<file path="config.mk">
export PLATFORM = sky130hd
export DESIGN_NAME = gpb_top
export DESIGN_NICKNAME = d
export VERILOG_FILES = /design/src/hdl/gpb_pkg.sv /design/src/hdl/gpb_bank.sv /design/src/hdl/gpb_top.sv
export SDC_FILE = /design/constraint.sdc
export NUM_CORES = 1
export LEC_CHECK = 0
export BUFFER_PORTS_ARGS = -buffer_cell sky130_fd_sc_hd__buf_2
export CORE_ASPECT_RATIO = 0.5
export CORE_MARGIN = 2
export CORE_UTILIZATION = 51
export CTS_BUF_LIST = sky130_fd_sc_hd__clkbuf_2 sky130_fd_sc_hd__clkbuf_4 sky130_fd_sc_hd__clkbuf_8
export DETAILED_ROUTE_END_ITERATION = 10
export GPL_TIMING_DRIVEN = 0
export PLACE_DENSITY_LB_ADDON = 0.1
export SYNTH_ARGS = -nofsm -noshare
export SYNTH_HDL_FRONTEND = slang
export SYNTH_HIERARCHICAL = 1
export SYNTH_SLANG_ARGS = --single-unit
</file>
<file path="constraint.sdc">
create_clock -name clk_sys -period 14.2 [get_ports clk_sys]
set_clock_uncertainty 0.2 [all_clocks]
set_input_delay 2.13 -clock clk_sys [delete_from_list [all_inputs] [get_ports clk_sys]]
set_output_delay 2.13 -clock clk_sys [all_outputs]
set_load 0.005 [all_outputs]
</file>
<file path="src/hdl/gpb_pkg.sv">
/*
 * Package for the three general-purpose pin bank controllers.
 * Holds the memory map, register offsets, bank widths, pin layout and reset values.
 * Assumes a single processor-side register port with word-aligned 32-bit accesses.
 */
package gpb_pkg;

    // ------------------------------------------------------------------
    // Address map
    // ------------------------------------------------------------------
    localparam logic [31:0] GPB_PERIPH_BASE = 32'hfc000000;
    localparam logic [31:0] GPB_PERIPH_SIZE = 32'h00010000;
    localparam logic [31:0] GPB_BANK0_BASE = 32'hff708000;
    localparam logic [31:0] GPB_BANK1_BASE = 32'hff709000;
    localparam logic [31:0] GPB_BANK2_BASE = 32'hff70a000;
    localparam int GPB_WIN_BITS = 12;
    localparam int GPB_NBANK = 3;

    // ------------------------------------------------------------------
    // Register offsets inside one bank window
    // ------------------------------------------------------------------
    localparam logic [11:0] GPB_OFS_OUT_VALUE = 12'h000;
    localparam logic [11:0] GPB_OFS_DIRECTION = 12'h004;
    localparam logic [11:0] GPB_OFS_IN_LEVEL = 12'h050;

    // ------------------------------------------------------------------
    // Pin layout
    // ------------------------------------------------------------------
    localparam int GPB_REG_W = 32;
    localparam int GPB_BANK0_PINS = 29;
    localparam int GPB_BANK1_PINS = 29;
    localparam int GPB_BANK2_IO_PINS = 13;
    localparam int GPB_BANK2_IN_PINS = 14;
    localparam int GPB_BANK2_PINS = GPB_BANK2_IO_PINS + GPB_BANK2_IN_PINS;
    localparam int GPB_IO_PINS = 71;
    localparam int GPB_LED_BIT = 24;
    localparam int GPB_KEY_BIT = 25;

    // ------------------------------------------------------------------
    // Reset values
    // ------------------------------------------------------------------
    localparam logic [31:0] GPB_RST_DIRECTION = 32'h00000000;
    localparam logic [31:0] GPB_RST_OUT_VALUE = 32'h00000000;
    localparam logic [31:0] GPB_RD_UNMAPPED = 32'h00000000;

    // Register-port request carried as one bundle
    typedef struct packed {
        logic sel;
        logic wr;
        logic [31:0] addr;
        logic [31:0] wdata;
    } gpb_req_s;

endpackage

</file>
<file path="src/hdl/gpb_bank.sv">
/*
 * One pin bank controller: direction, output value and input level registers.
 * Assumes the parent has decoded the bank window and synchronised the pin levels.
 */
`timescale 1ns/100ps

module gpb_bank #(
    parameter int NPINS = 29,   // Pins served, LSB upward
    parameter int NDRV = 29     // Low pins that may be driven
) (
    input wire logic clk_sys,               // System clock
    input wire logic rst_n,                 // Synchronised reset, active low
    input wire logic ce,                    // Clock enable
    input wire logic wr_en,                 // Write strobe for this bank
    input wire logic [11:0] ofs,            // Offset in window
    input wire logic [31:0] wdata,          // Write data
    input wire logic [NPINS-1:0] pin_level, // Synchronised pin levels
    output logic [31:0] rdata,              // Read data, combinational
    output logic rhit,                      // Offset is mapped
    output logic [NPINS-1:0] pin_out,       // Output level
    output logic [NPINS-1:0] pin_oe         // Drive enable
);
    import gpb_pkg::*;

    // Elaboration guard: the read mux and the pin loop cannot serve these counts
    if (NPINS < 1 || NPINS > GPB_REG_W || NDRV < 0 || NDRV > NPINS) begin : g_bad_counts
        $error("gpb_bank: pin counts out of range");
    end

    logic [NPINS-1:0] dir_ff;
    logic [NPINS-1:0] outv_ff;

    // -----------------------------------------------------------------
    // Writable registers
    // -----------------------------------------------------------------
    // Both start cleared so every pin is an input until software says so
    always_ff @(posedge clk_sys or negedge rst_n) begin
        if (!rst_n) begin
            dir_ff <= GPB_RST_DIRECTION[NPINS-1:0];
        end else if (ce && wr_en && ofs == GPB_OFS_DIRECTION) begin
            dir_ff <= wdata[NPINS-1:0];
        end
    end

    always_ff @(posedge clk_sys or negedge rst_n) begin
        if (!rst_n) begin
            outv_ff <= GPB_RST_OUT_VALUE[NPINS-1:0];
        end else if (ce && wr_en && ofs == GPB_OFS_OUT_VALUE) begin
            outv_ff <= wdata[NPINS-1:0];
        end
    end

    // Per-pin drive; input-only pins above NDRV never get an enable
    genvar gi;
    generate
        for (gi = 0; gi < NPINS; gi++) begin : g_pin
            if (gi < NDRV) begin : g_drv
                assign pin_oe[gi] = dir_ff[gi];
                assign pin_out[gi] = outv_ff[gi];
            end else begin : g_in
                assign pin_oe[gi] = 1'b0;
                assign pin_out[gi] = 1'b0;
            end
        end
    endgenerate

    // -----------------------------------------------------------------
    // Read mux; input level register has no write path
    // -----------------------------------------------------------------
    always_comb begin
        rdata = GPB_RD_UNMAPPED;
        rhit = 1'b1;
        case (ofs)
            GPB_OFS_OUT_VALUE: rdata[NPINS-1:0] = outv_ff;
            GPB_OFS_DIRECTION: rdata[NPINS-1:0] = dir_ff;
            GPB_OFS_IN_LEVEL: rdata[NPINS-1:0] = pin_level;
            default: rhit = 1'b0;
        endcase
    end

endmodule

</file>
<file path="src/hdl/gpb_top.sv">
/*
 * Three general-purpose pin bank controllers behind one processor register port.
 * Assumes the port presents full 32-bit word accesses, one per sel cycle, and that
 * external logic resolves the pin wires from pin_o and pin_oe.
 */
`timescale 1ns/100ps

module gpb_top (
    input wire logic clk_sys,                          // 10 MHz system clock
    input wire logic reset_n,                          // Async reset, active low
    input wire logic ce,                               // Clock enable, freezes state
    input wire gpb_pkg::gpb_req_s req,                 // Register request
    output logic [31:0] rdata,                         // Read data, valid with rvalid
    output logic rvalid,                               // Answer pulse
    output logic rerr,                                 // Unmapped address on answer
    input wire logic [gpb_pkg::GPB_IO_PINS-1:0] pin_in, // Two-way pin levels
    input wire logic [gpb_pkg::GPB_BANK2_IN_PINS-1:0] in_only_pin, // Input-only pins
    output logic [gpb_pkg::GPB_IO_PINS-1:0] pin_o,     // Two-way pin output level
    output logic [gpb_pkg::GPB_IO_PINS-1:0] pin_oe,    // Two-way pin drive enable
    output logic user_led_pin,                          // Level for the user LED
    output logic user_button_pin                        // Synchronised button level
);
    import gpb_pkg::*;

    // All synchronised levels: two-way pins low, input-only pins above them
    localparam int NALL = GPB_IO_PINS + GPB_BANK2_IN_PINS;

    // -----------------------------------------------------------------
    // Layout guard
    // -----------------------------------------------------------------
    // The bank slices below assume the three banks tile the two-way pins exactly
    if (GPB_BANK0_PINS + GPB_BANK1_PINS + GPB_BANK2_IO_PINS != GPB_IO_PINS) begin : g_bad_layout
        $error("gpb_top: bank pin counts do not add up");
    end
    if (GPB_LED_BIT >= GPB_BANK1_PINS || GPB_KEY_BIT >= GPB_BANK1_PINS) begin : g_bad_board
        $error("gpb_top: board pin bits outside the second bank");
    end

    // -----------------------------------------------------------------
    // Reset release
    // -----------------------------------------------------------------
    logic [1:0] rst_sync_ff;
    logic rst_n;

    // Assert at once, release two edges late so no flop leaves reset on a marginal edge
    always_ff @(posedge clk_sys or negedge reset_n) begin
        if (!reset_n) begin
            rst_sync_ff <= 2'h0;
        end else begin
            rst_sync_ff <= {rst_sync_ff[0], 1'b1};
        end
    end
    assign rst_n = rst_sync_ff[1];

    // -----------------------------------------------------------------
    // Pin synchronisers; first stage feeds only the second
    // -----------------------------------------------------------------
    logic [NALL-1:0] meta_ff;
    logic [NALL-1:0] lvl_ff;

    // Freezing with ce may age a sample; that is accepted
    always_ff @(posedge clk_sys or negedge rst_n) begin
        if (!rst_n) begin
            meta_ff <= '0;
            lvl_ff <= '0;
        end else if (ce) begin
            meta_ff <= {in_only_pin, pin_in};
            lvl_ff <= meta_ff;
        end
    end

    // -----------------------------------------------------------------
    // Address decode
    // -----------------------------------------------------------------
    logic [GPB_NBANK-1:0] bank_hit;
    logic [11:0] ofs;
    logic in_region;

    // Every bank sees the same offset; only the bank whose window hits acts on it
    assign ofs = req.addr[GPB_WIN_BITS-1:0];
    // Banks sit outside the generic region, so region only gates legality
    assign in_region = (req.addr - GPB_PERIPH_BASE) < GPB_PERIPH_SIZE;
    // Window match on the upper address bits; each window spans 4KB
    always_comb begin
        bank_hit[0] = req.addr[31:GPB_WIN_BITS] == GPB_BANK0_BASE[31:GPB_WIN_BITS];
        bank_hit[1] = req.addr[31:GPB_WIN_BITS] == GPB_BANK1_BASE[31:GPB_WIN_BITS];
        bank_hit[2] = req.addr[31:GPB_WIN_BITS] == GPB_BANK2_BASE[31:GPB_WIN_BITS];
    end

    // -----------------------------------------------------------------
    // Banks
    // -----------------------------------------------------------------
    logic [31:0] rd0;
    logic [31:0] rd1;
    logic [31:0] rd2;
    logic [2:0] hit;
    logic [GPB_BANK0_PINS-1:0] o0;
    logic [GPB_BANK0_PINS-1:0] e0;
    logic [GPB_BANK1_PINS-1:0] o1;
    logic [GPB_BANK1_PINS-1:0] e1;
    logic [GPB_BANK2_PINS-1:0] o2;
    logic [GPB_BANK2_PINS-1:0] e2;
    logic wr_any;

    // Write strobe before the bank select, shared by all three banks
    assign wr_any = req.sel && req.wr;

    // Pins 0..28
    gpb_bank #(.NPINS(GPB_BANK0_PINS), .NDRV(GPB_BANK0_PINS)) u_first_pin_controller (
        .clk_sys(clk_sys),
        .rst_n(rst_n),
        .ce(ce),
        .wr_en(wr_any && bank_hit[0]),
        .ofs(ofs),
        .wdata(req.wdata),
        .pin_level(lvl_ff[GPB_BANK0_PINS-1:0]),
        .rdata(rd0),
        .rhit(hit[0]),
        .pin_out(o0),
        .pin_oe(e0)
    );

    // Pins 29..57, pin 29 on bit 0
    gpb_bank #(.NPINS(GPB_BANK1_PINS), .NDRV(GPB_BANK1_PINS)) u_second_pin_controller (
        .clk_sys(clk_sys),
        .rst_n(rst_n),
        .ce(ce),
        .wr_en(wr_any && bank_hit[1]),
        .ofs(ofs),
        .wdata(req.wdata),
        .pin_level(lvl_ff[GPB_BANK0_PINS +: GPB_BANK1_PINS]),
        .rdata(rd1),
        .rhit(hit[1]),
        .pin_out(o1),
        .pin_oe(e1)
    );

    // Pins 58..70 on low bits, input-only pins above them
    gpb_bank #(.NPINS(GPB_BANK2_PINS), .NDRV(GPB_BANK2_IO_PINS)) u_third_pin_controller (
        .clk_sys(clk_sys),
        .rst_n(rst_n),
        .ce(ce),
        .wr_en(wr_any && bank_hit[2]),
        .ofs(ofs),
        .wdata(req.wdata),
        .pin_level(lvl_ff[NALL-1:GPB_BANK0_PINS+GPB_BANK1_PINS]),
        .rdata(rd2),
        .rhit(hit[2]),
        .pin_out(o2),
        .pin_oe(e2)
    );

    // -----------------------------------------------------------------
    // Registered answer, one cycle after the request
    // -----------------------------------------------------------------
    logic [31:0] nxt_rdata;
    logic nxt_rerr;

    // Writes answer with zero data so a stale read value never leaks out
    always_comb begin
        nxt_rdata = GPB_RD_UNMAPPED;
        nxt_rerr = 1'b1;
        if (bank_hit[0] && hit[0]) begin
            nxt_rdata = rd0;
            nxt_rerr = 1'b0;
        end else if (bank_hit[1] && hit[1]) begin
            nxt_rdata = rd1;
            nxt_rerr = 1'b0;
        end else if (bank_hit[2] && hit[2]) begin
            nxt_rdata = rd2;
            nxt_rerr = 1'b0;
        end else if (in_region) begin
            nxt_rerr = 1'b0; // Region is claimed but holds nothing here
        end
        if (req.wr) begin
            nxt_rdata = GPB_RD_UNMAPPED;
        end
    end

    // Answer is stored only while ce is high, so a frozen cycle holds it unchanged
    always_ff @(posedge clk_sys or negedge rst_n) begin
        if (!rst_n) begin
            rdata <= 32'h00000000;
            rvalid <= 1'b0;
            rerr <= 1'b0;
        end else if (ce) begin
            rvalid <= req.sel;
            rerr <= req.sel && nxt_rerr;
            rdata <= req.sel ? nxt_rdata : 32'h00000000;
        end
    end

    // -----------------------------------------------------------------
    // Pin outputs, registered so drive changes come from flip-flops
    // -----------------------------------------------------------------
    // Costs one cycle of latency between a register write and the pin
    always_ff @(posedge clk_sys or negedge rst_n) begin
        if (!rst_n) begin
            pin_o <= '0;
            pin_oe <= '0;
            user_led_pin <= 1'b0;
            user_button_pin <= 1'b0;
        end else if (ce) begin
            pin_o <= {o2[GPB_BANK2_IO_PINS-1:0], o1, o0};
            pin_oe <= {e2[GPB_BANK2_IO_PINS-1:0], e1, e0};
            // LED lights only while its pin is also set to drive
            user_led_pin <= o1[GPB_LED_BIT] & e1[GPB_LED_BIT];
            user_button_pin <= lvl_ff[GPB_BANK0_PINS + GPB_KEY_BIT];
        end
    end

endmodule

</file>
==> metrics.md, run 1 <==
| Metric | Value |
|---|---|
| WS Path Type | `in -> reg` |
| Worst-margin pin slew | `1.13 ns` |
| Critical path's largest stage delay | `0.68 ns` |
| LEAKAGE | `13.3 nW` |
| Via count | `14510` |
| Max FO, Critical Path | `13` |
| GRT Residual Overflow | `0` |
| RSZ-0062 raised after global routing | `no` |
| Worst path cell trace | `buf_2 -> clkbuf_1 -> and3b_1 -> clkbuf_1 -> clkbuf_1 -> nor2_1 -> nor2_1 -> and3b_1 -> clkbuf_1 -> clkbuf_1 -> a222oi_1 -> o2bb2ai_1` |
| Vias in the first global route | `14986` |
| Max Buffers Root-to-Sink | `3` |
| Global-route wire length before repair | `90.7 mm` |
| Area Growth Syn to Fin | `19.2%` |
| Hpwl dp | `44.1 mm` |
| Startpoint Class | `primary input` |
| Peak Freq | `186 MHz` |
| Pins Over Slew Limit | `0` |
| Pwr dens | `116 nW/µm²` |
| Met3 Track Usage GR | `4.32%` |
| Period utilization | `38.0%` |
| TritonRoute pass-1 iters | `8` |
| GP Congestion | `0.861` |
| Post-Layout Cell Count | `2601` |
| CTS tree | `done` |
| Peak supply drop | `0.0000564 V` |
| Critical Path RT | `14.48 ns` |
| Met2 GRT Util | `42.9%` |
| Setup slack, reg-to-reg | `12.18 ns` |
| Final min period | `5.39 ns` |
| Avg WL per Cell | `22.8 µm` |
| Number of buffers created by CTS | `76` |
| Reg2reg end | `rdata[0]$_DFFE_PN0P_` |
| Drt total wl | `59.4 mm` |
| Util after Layout | `61.4%` |
| M1 GR Usage | `36.3%` |
| Most frequent cells in the layout | `dfrtp_1, mux2_2, buf_2` |
| PostCTS Resize Cnt | `0` |
| Synth warn | `6` |
| Initial antenna violation count | `0` |
| Outcome | `finished clean` |
| Tightest Hold Check Type | `reg -> async` |
| Post-cts hold buffer count | `0` |
| Layout cell share with drive strength beyond 1 | `51.7%` |
| Die W | `300 µm` |
| Beginning of the worst register-to-register path | `u_third_pin_controller/dir_ff[0]$_DFFE_PN0P_` |
| Layout Nets | `2111` |
| Rows | `54` |
| Post-route setup TNS | `0 ns` |
| Root buffer cell | `clkbuf_8` |
| Max-cap violations | `0` |
| CORE AREA | `43400 µm²` |
| Cells after synthesis | `1534` |
| Total GRT Usage | `26.3%` |
| PortBufs | `328` |
| Syn Std Cell Area | `22300 µm²` |
| Crit path capture type | `register` |
| FF-to-FF path depth | `5` |
| # clock sinks | `520` |
| Most used cell, CP | `clkbuf_1` |
| Die height | `152 µm` |
| DRC viols | `0` |
| Initial core utilization | `51.5%` |
| Arrival @ worst endpoint | `5.67 ns` |
| Die area | `45600 µm²` |
| Largest net degree at the start of global routing | `66` |
| Crit path from | `req[34]` |
| Clock slew at reported path FFs | `0.07 ns` |
| H-tree level count | `3` |
| Worst-skew pair later-pin latency | `0.63 ns` |
| Commonest non-fill, non-tap cell in the layout | `dfrtp_1` |
| Grt peak-use layer | `met2` |
| Setup violations, final | `0` |
| WP depth | `12` |
| Dpl cells | `2467` |
| Slew margin rel. | `24.3%` |
| Vias per cell | `5.58` |
| Critical path buffer and inverter count | `6` |
| Syn Area/Cell | `14.6 µm²` |
| Critical path endpoint | `rdata[0]$_DFFE_PN0P_` |
| IO Pins | `332` |
| Final hold vios | `0` |
| Final ANT Viol Nets | `0` |
| 1st-iter DRT viols | `996` |
| Crit path max-delay family | `buffers and inverters` |
| Setup Buffers After CTS | `0` |
| Worst path slowest cell | `a222oi_1` |
## through the flow
| step | setup slack, ns | power, mW | hold slack [ns] | cell area [µm²] |
|---|---|---|---|---|
| finish | 8.81 | 3.08 | 0.120 | 26600 |
| global route | 8.78 | 3.21 | 0.167 | 26600 |
| CTS | 9.04 | 3.12 | 0.147 | 26600 |
| detailed placement | 8.38 | 1.82 | 0.145 | 25000 |
| global placement | 2.03 | 1.81 | 0.135 | 24800 |
| floorplan | 5.53 | 1.72 | 0.131 | 22400 |
## where the power goes
group	switching [mW]	total (mW)	internal [mW]	leakage [nW]
sequential	0.0395	1.58	1.54	6.87
clock	0.576	1.29	0.716	0.875
combinational	0.111	0.208	0.0966	5.53
## registers in the layout, summed over array words and instances, names as in the netlist, 2 cells and up
name	cells
u_first_pin_controller/pin_out	29
rdata	32
lvl_ff	85
pin_oe	71
pin_o	71
u_third_pin_controller/dir_ff	27
u_third_pin_controller/outv_ff	27
rst_sync_ff	2
u_second_pin_controller/pin_oe	29
meta_ff	85
u_first_pin_controller/pin_oe	29
u_second_pin_controller/pin_out	29
## worst min path at each step
stage                                          end  cells after the start  slack [ns]                     start
after detailed placement  rst_sync_ff[1]$_DFF_PN0_                      0        0.14  rst_sync_ff[0]$_DFF_PN0_
after floorplan           rst_sync_ff[1]$_DFF_PN0_                      0        0.13  rst_sync_ff[0]$_DFF_PN0_
after CTS                    pin_o[53]$_DFFE_PN0P_                      0        0.15  rst_sync_ff[1]$_DFF_PN0_
after global routing       meta_ff[49]$_DFFE_PN0P_                      0        0.17  rst_sync_ff[1]$_DFF_PN0_
final                       pin_oe[51]$_DFFE_PN0P_                      0        0.12  rst_sync_ff[1]$_DFF_PN0_
after global placement    rst_sync_ff[1]$_DFF_PN0_                      0        0.13  rst_sync_ff[0]$_DFF_PN0_
## worst reg2reg max path, delay by kind of cell, from the launching register on
kind	cells	cell delay, ns
compound gates	3	0.93
mux	1	0.29
simple gates	1	0.07
flops	1	0.40
## cell type report
| class | instances | area [µm²] |
|---|---|---|
| fillers | 3576 | 16700 |
| flip-flops and latches | 520 | 13000 |
| multi-input cells | 879 | 8530 |
| repair buffers | 337 | 1880 |
| clock buffers | 121 | 1520 |
| plain buffers | 140 | 825 |
| well taps | 588 | 736 |
| clock inverters | 12 | 116 |
| inverters | 3 | 11.3 |
| diodes | 1 | 2.50 |
## metal layers
| metal | vias up | wire, µm |
|---|---|---|
| met4 | 0 | 1560 |
| met1 | 7597 | 26300 |
| li1 | 6451 | - |
| met5 | - | 0 |
| met2 | 362 | 29000 |
| met3 | 100 | 2490 |
Power figures use the tool's default switching activity.
==> run 2: changes to the inputs <==
==> constraint.sdc (replaced) <==
create_clock -name clk_sys -period 4.9 [get_ports clk_sys]
set_clock_uncertainty 0.2 [all_clocks]
set_input_delay 0.735 -clock clk_sys [delete_from_list [all_inputs] [get_ports clk_sys]]
set_output_delay 0.735 -clock clk_sys [all_outputs]
set_load 0.005 [all_outputs]
==> metrics.md, run 2 (synthesis gave the netlist of run 1 again) <==
| Metric | Value |
|---|---|
| Largest net degree at the start of global routing | `67` |
| Period utilization | `78.8%` |
| RSZ-0062 raised after global routing | `no` |
| Dpl cells | `2467` |
| Reg2reg end | `rdata[0]$_DFFE_PN0P_` |
| Setup Buffers After CTS | `0` |
| Clock slew at reported path FFs | `0.07 ns` |
| Setup violations, final | `0` |
| Outcome | `finished clean` |
| H-tree level count | `3` |
| Root buffer cell | `clkbuf_8` |
| Max Buffers Root-to-Sink | `3` |
| Pins Over Slew Limit | `0` |
| IO Pins | `332` |
| Final min period | `3.86 ns` |
| Layout cell share with drive strength beyond 1 | `51.4%` |
| Max FO, Critical Path | `13` |
| Commonest non-fill, non-tap cell in the layout | `dfrtp_1` |
| Via count | `14260` |
| Vias per cell | `5.50` |
| Die height | `152 µm` |
| 1st-iter DRT viols | `1126` |
| Global-route wire length before repair | `89.6 mm` |
| CORE AREA | `43400 µm²` |
| # clock sinks | `520` |
| Initial antenna violation count | `1` |
| PostCTS Resize Cnt | `0` |
| Multi-input gate area | `8530 µm²` |
| Most frequent cells in the layout | `dfrtp_1, mux2_2, buf_2` |
| Slew margin rel. | `23.5%` |
| FF-to-FF path depth | `5` |
| Crit path capture type | `register` |
| PortBufs | `328` |
| Initial core utilization | `51.5%` |
| Max-cap violations | `0` |
| Pwr dens | `329 nW/µm²` |
| Beginning of the worst register-to-register path | `u_third_pin_controller/dir_ff[0]$_DFFE_PN0P_` |
| Peak Freq | `259 MHz` |
| DRC viols | `0` |
| Worst hold margin | `0.118 ns` |
| Worst-margin pin slew | `1.14 ns` |
| Number of buffers created by CTS | `75` |
| Area Growth Syn to Fin | `18.5%` |
| FILL cells | `3558` |
| Drt total wl | `58.6 mm` |
| GRT Residual Overflow | `0` |
| CTS tree | `done` |
| Biggest regs | `lvl_ff: 85 flops, meta_ff: 85 flops` |
| Final hold vios | `0` |
| Critical Path RT | `5.19 ns` |
| TritonRoute pass-1 iters | `8` |
| Startpoint Class | `primary input` |
| GP Congestion | `0.868` |
| Avg WL per Cell | `22.6 µm` |
| Total GRT Usage | `26.0%` |
| Vias in the first global route | `14813` |
| Arrival @ worst endpoint | `4.15 ns` |
| Die area | `45600 µm²` |
| Sequential cell area | `13000 µm²` |
| Layout Nets | `2111` |
| WS Path Type | `in -> reg` |
| Tightest Hold Check Type | `reg -> async` |
| Hpwl dp | `43.9 mm` |
| Post-Layout Cell Count | `2591` |
| Peak supply drop | `0.000184 V` |
| Die W | `300 µm` |
| Rows | `54` |
| Setup slack, reg-to-reg | `2.95 ns` |
| LEAKAGE | `13.2 nW` |
| Worst-skew pair later-pin latency | `0.63 ns` |
| Final ANT Viol Nets | `0` |
## run 2: changes by cell type in the layout (fill, tap and decap cells not counted), sizes merged
cell / before / now
clkinv: 8 / 2
clkinvlp: 1 / 0
clkbuf: 163 / 161
bufinv: 2 / 0
dlygate4sd3: 0 / 1
## run 2: repair_timing
item / 4_1_cts / 5_1_grt
endpoints found under the setup margin: 0 / 0
endpoints found under the hold margin: 2 / 0
hold buffers: 1 / 0
## run 2: how the worst max path moves through the flow
stage               depth (start not counted)                     end  slack, ns                      from
finish                                     12    rdata[0]$_DFFE_PN0P_       1.04                   req[34]
global route                               12    rdata[0]$_DFFE_PN0P_       0.94                   req[34]
detailed placement                         12    rdata[0]$_DFFE_PN0P_       0.53                   req[34]
CTS                                        12    rdata[0]$_DFFE_PN0P_       1.19                   req[34]
global placement                            0  pin_oe[29]$_DFFE_PN0P_      -2.42  rst_sync_ff[1]$_DFF_PN0_
floorplan                                   0   lvl_ff[0]$_DFFE_PN0P_      -0.36  rst_sync_ff[1]$_DFF_PN0_
## run 2: final cells by class
type                            count  share of cell area (%)
Antenna cell                        1                 0.00945
Buffer                            140                    3.11
Tap cell                          588                    2.78
Clock buffer                      119                    5.55
Multi-Input combinational cell    879                    32.2
Timing Repair Buffer              338                    7.11
Sequential cell                   520                    49.1
Inverter                            3                  0.0425
Clock inverter                      3                  0.0709
## run 2: where the power goes
| group | internal, mW | leakage, nW | switching [mW] |
|---|---|---|---|
| clock | 1.88 | 0.798 | 1.64 |
| combinational | 0.280 | 5.53 | 0.319 |
| sequential | 4.47 | 6.87 | 0.111 |
| total | 6.64 | 13.2 | 2.07 |
## run 2: routing by layer
layer	vias to the layer above	share of wire (%)	global-route usage, %	wire (µm)
met2	335	50	43.5	29100
met1	7421	44	35.3	25800
met3	74	4.5	4.76	2630
li1	6430	-	-	-
met5	-	0	0	0
met4	0	1.9	6.36	1100
## run 2: worst max-delay path, stage by stage
cell	delay, ns
buf_2	0.30
clkbuf_1	0.59
and3b_1	0.25
clkbuf_1	0.27
clkbuf_1	0.34
nor2_1	0.17
nor2_1	0.05
and3b_1	0.19
clkbuf_1	0.21
clkbuf_1	0.29
a222oi_1	0.64
o2bb2ai_1	0.11
## run 2: metrics by stage
stage	worst slack [ns]	instance area [µm²]	setup TNS (ns)	power (mW)	utilization (%)
floorplan	-0.363	22400	-188.24	4.99	-
global route	0.945	26500	0	9.04	61.1
detailed placement	0.528	25000	0	5.27	57.6
CTS	1.19	26500	0	8.79	61.1
finish	1.04	26500	0	8.71	61.1
global placement	-2.42	24800	-1219.47	5.23	57.1
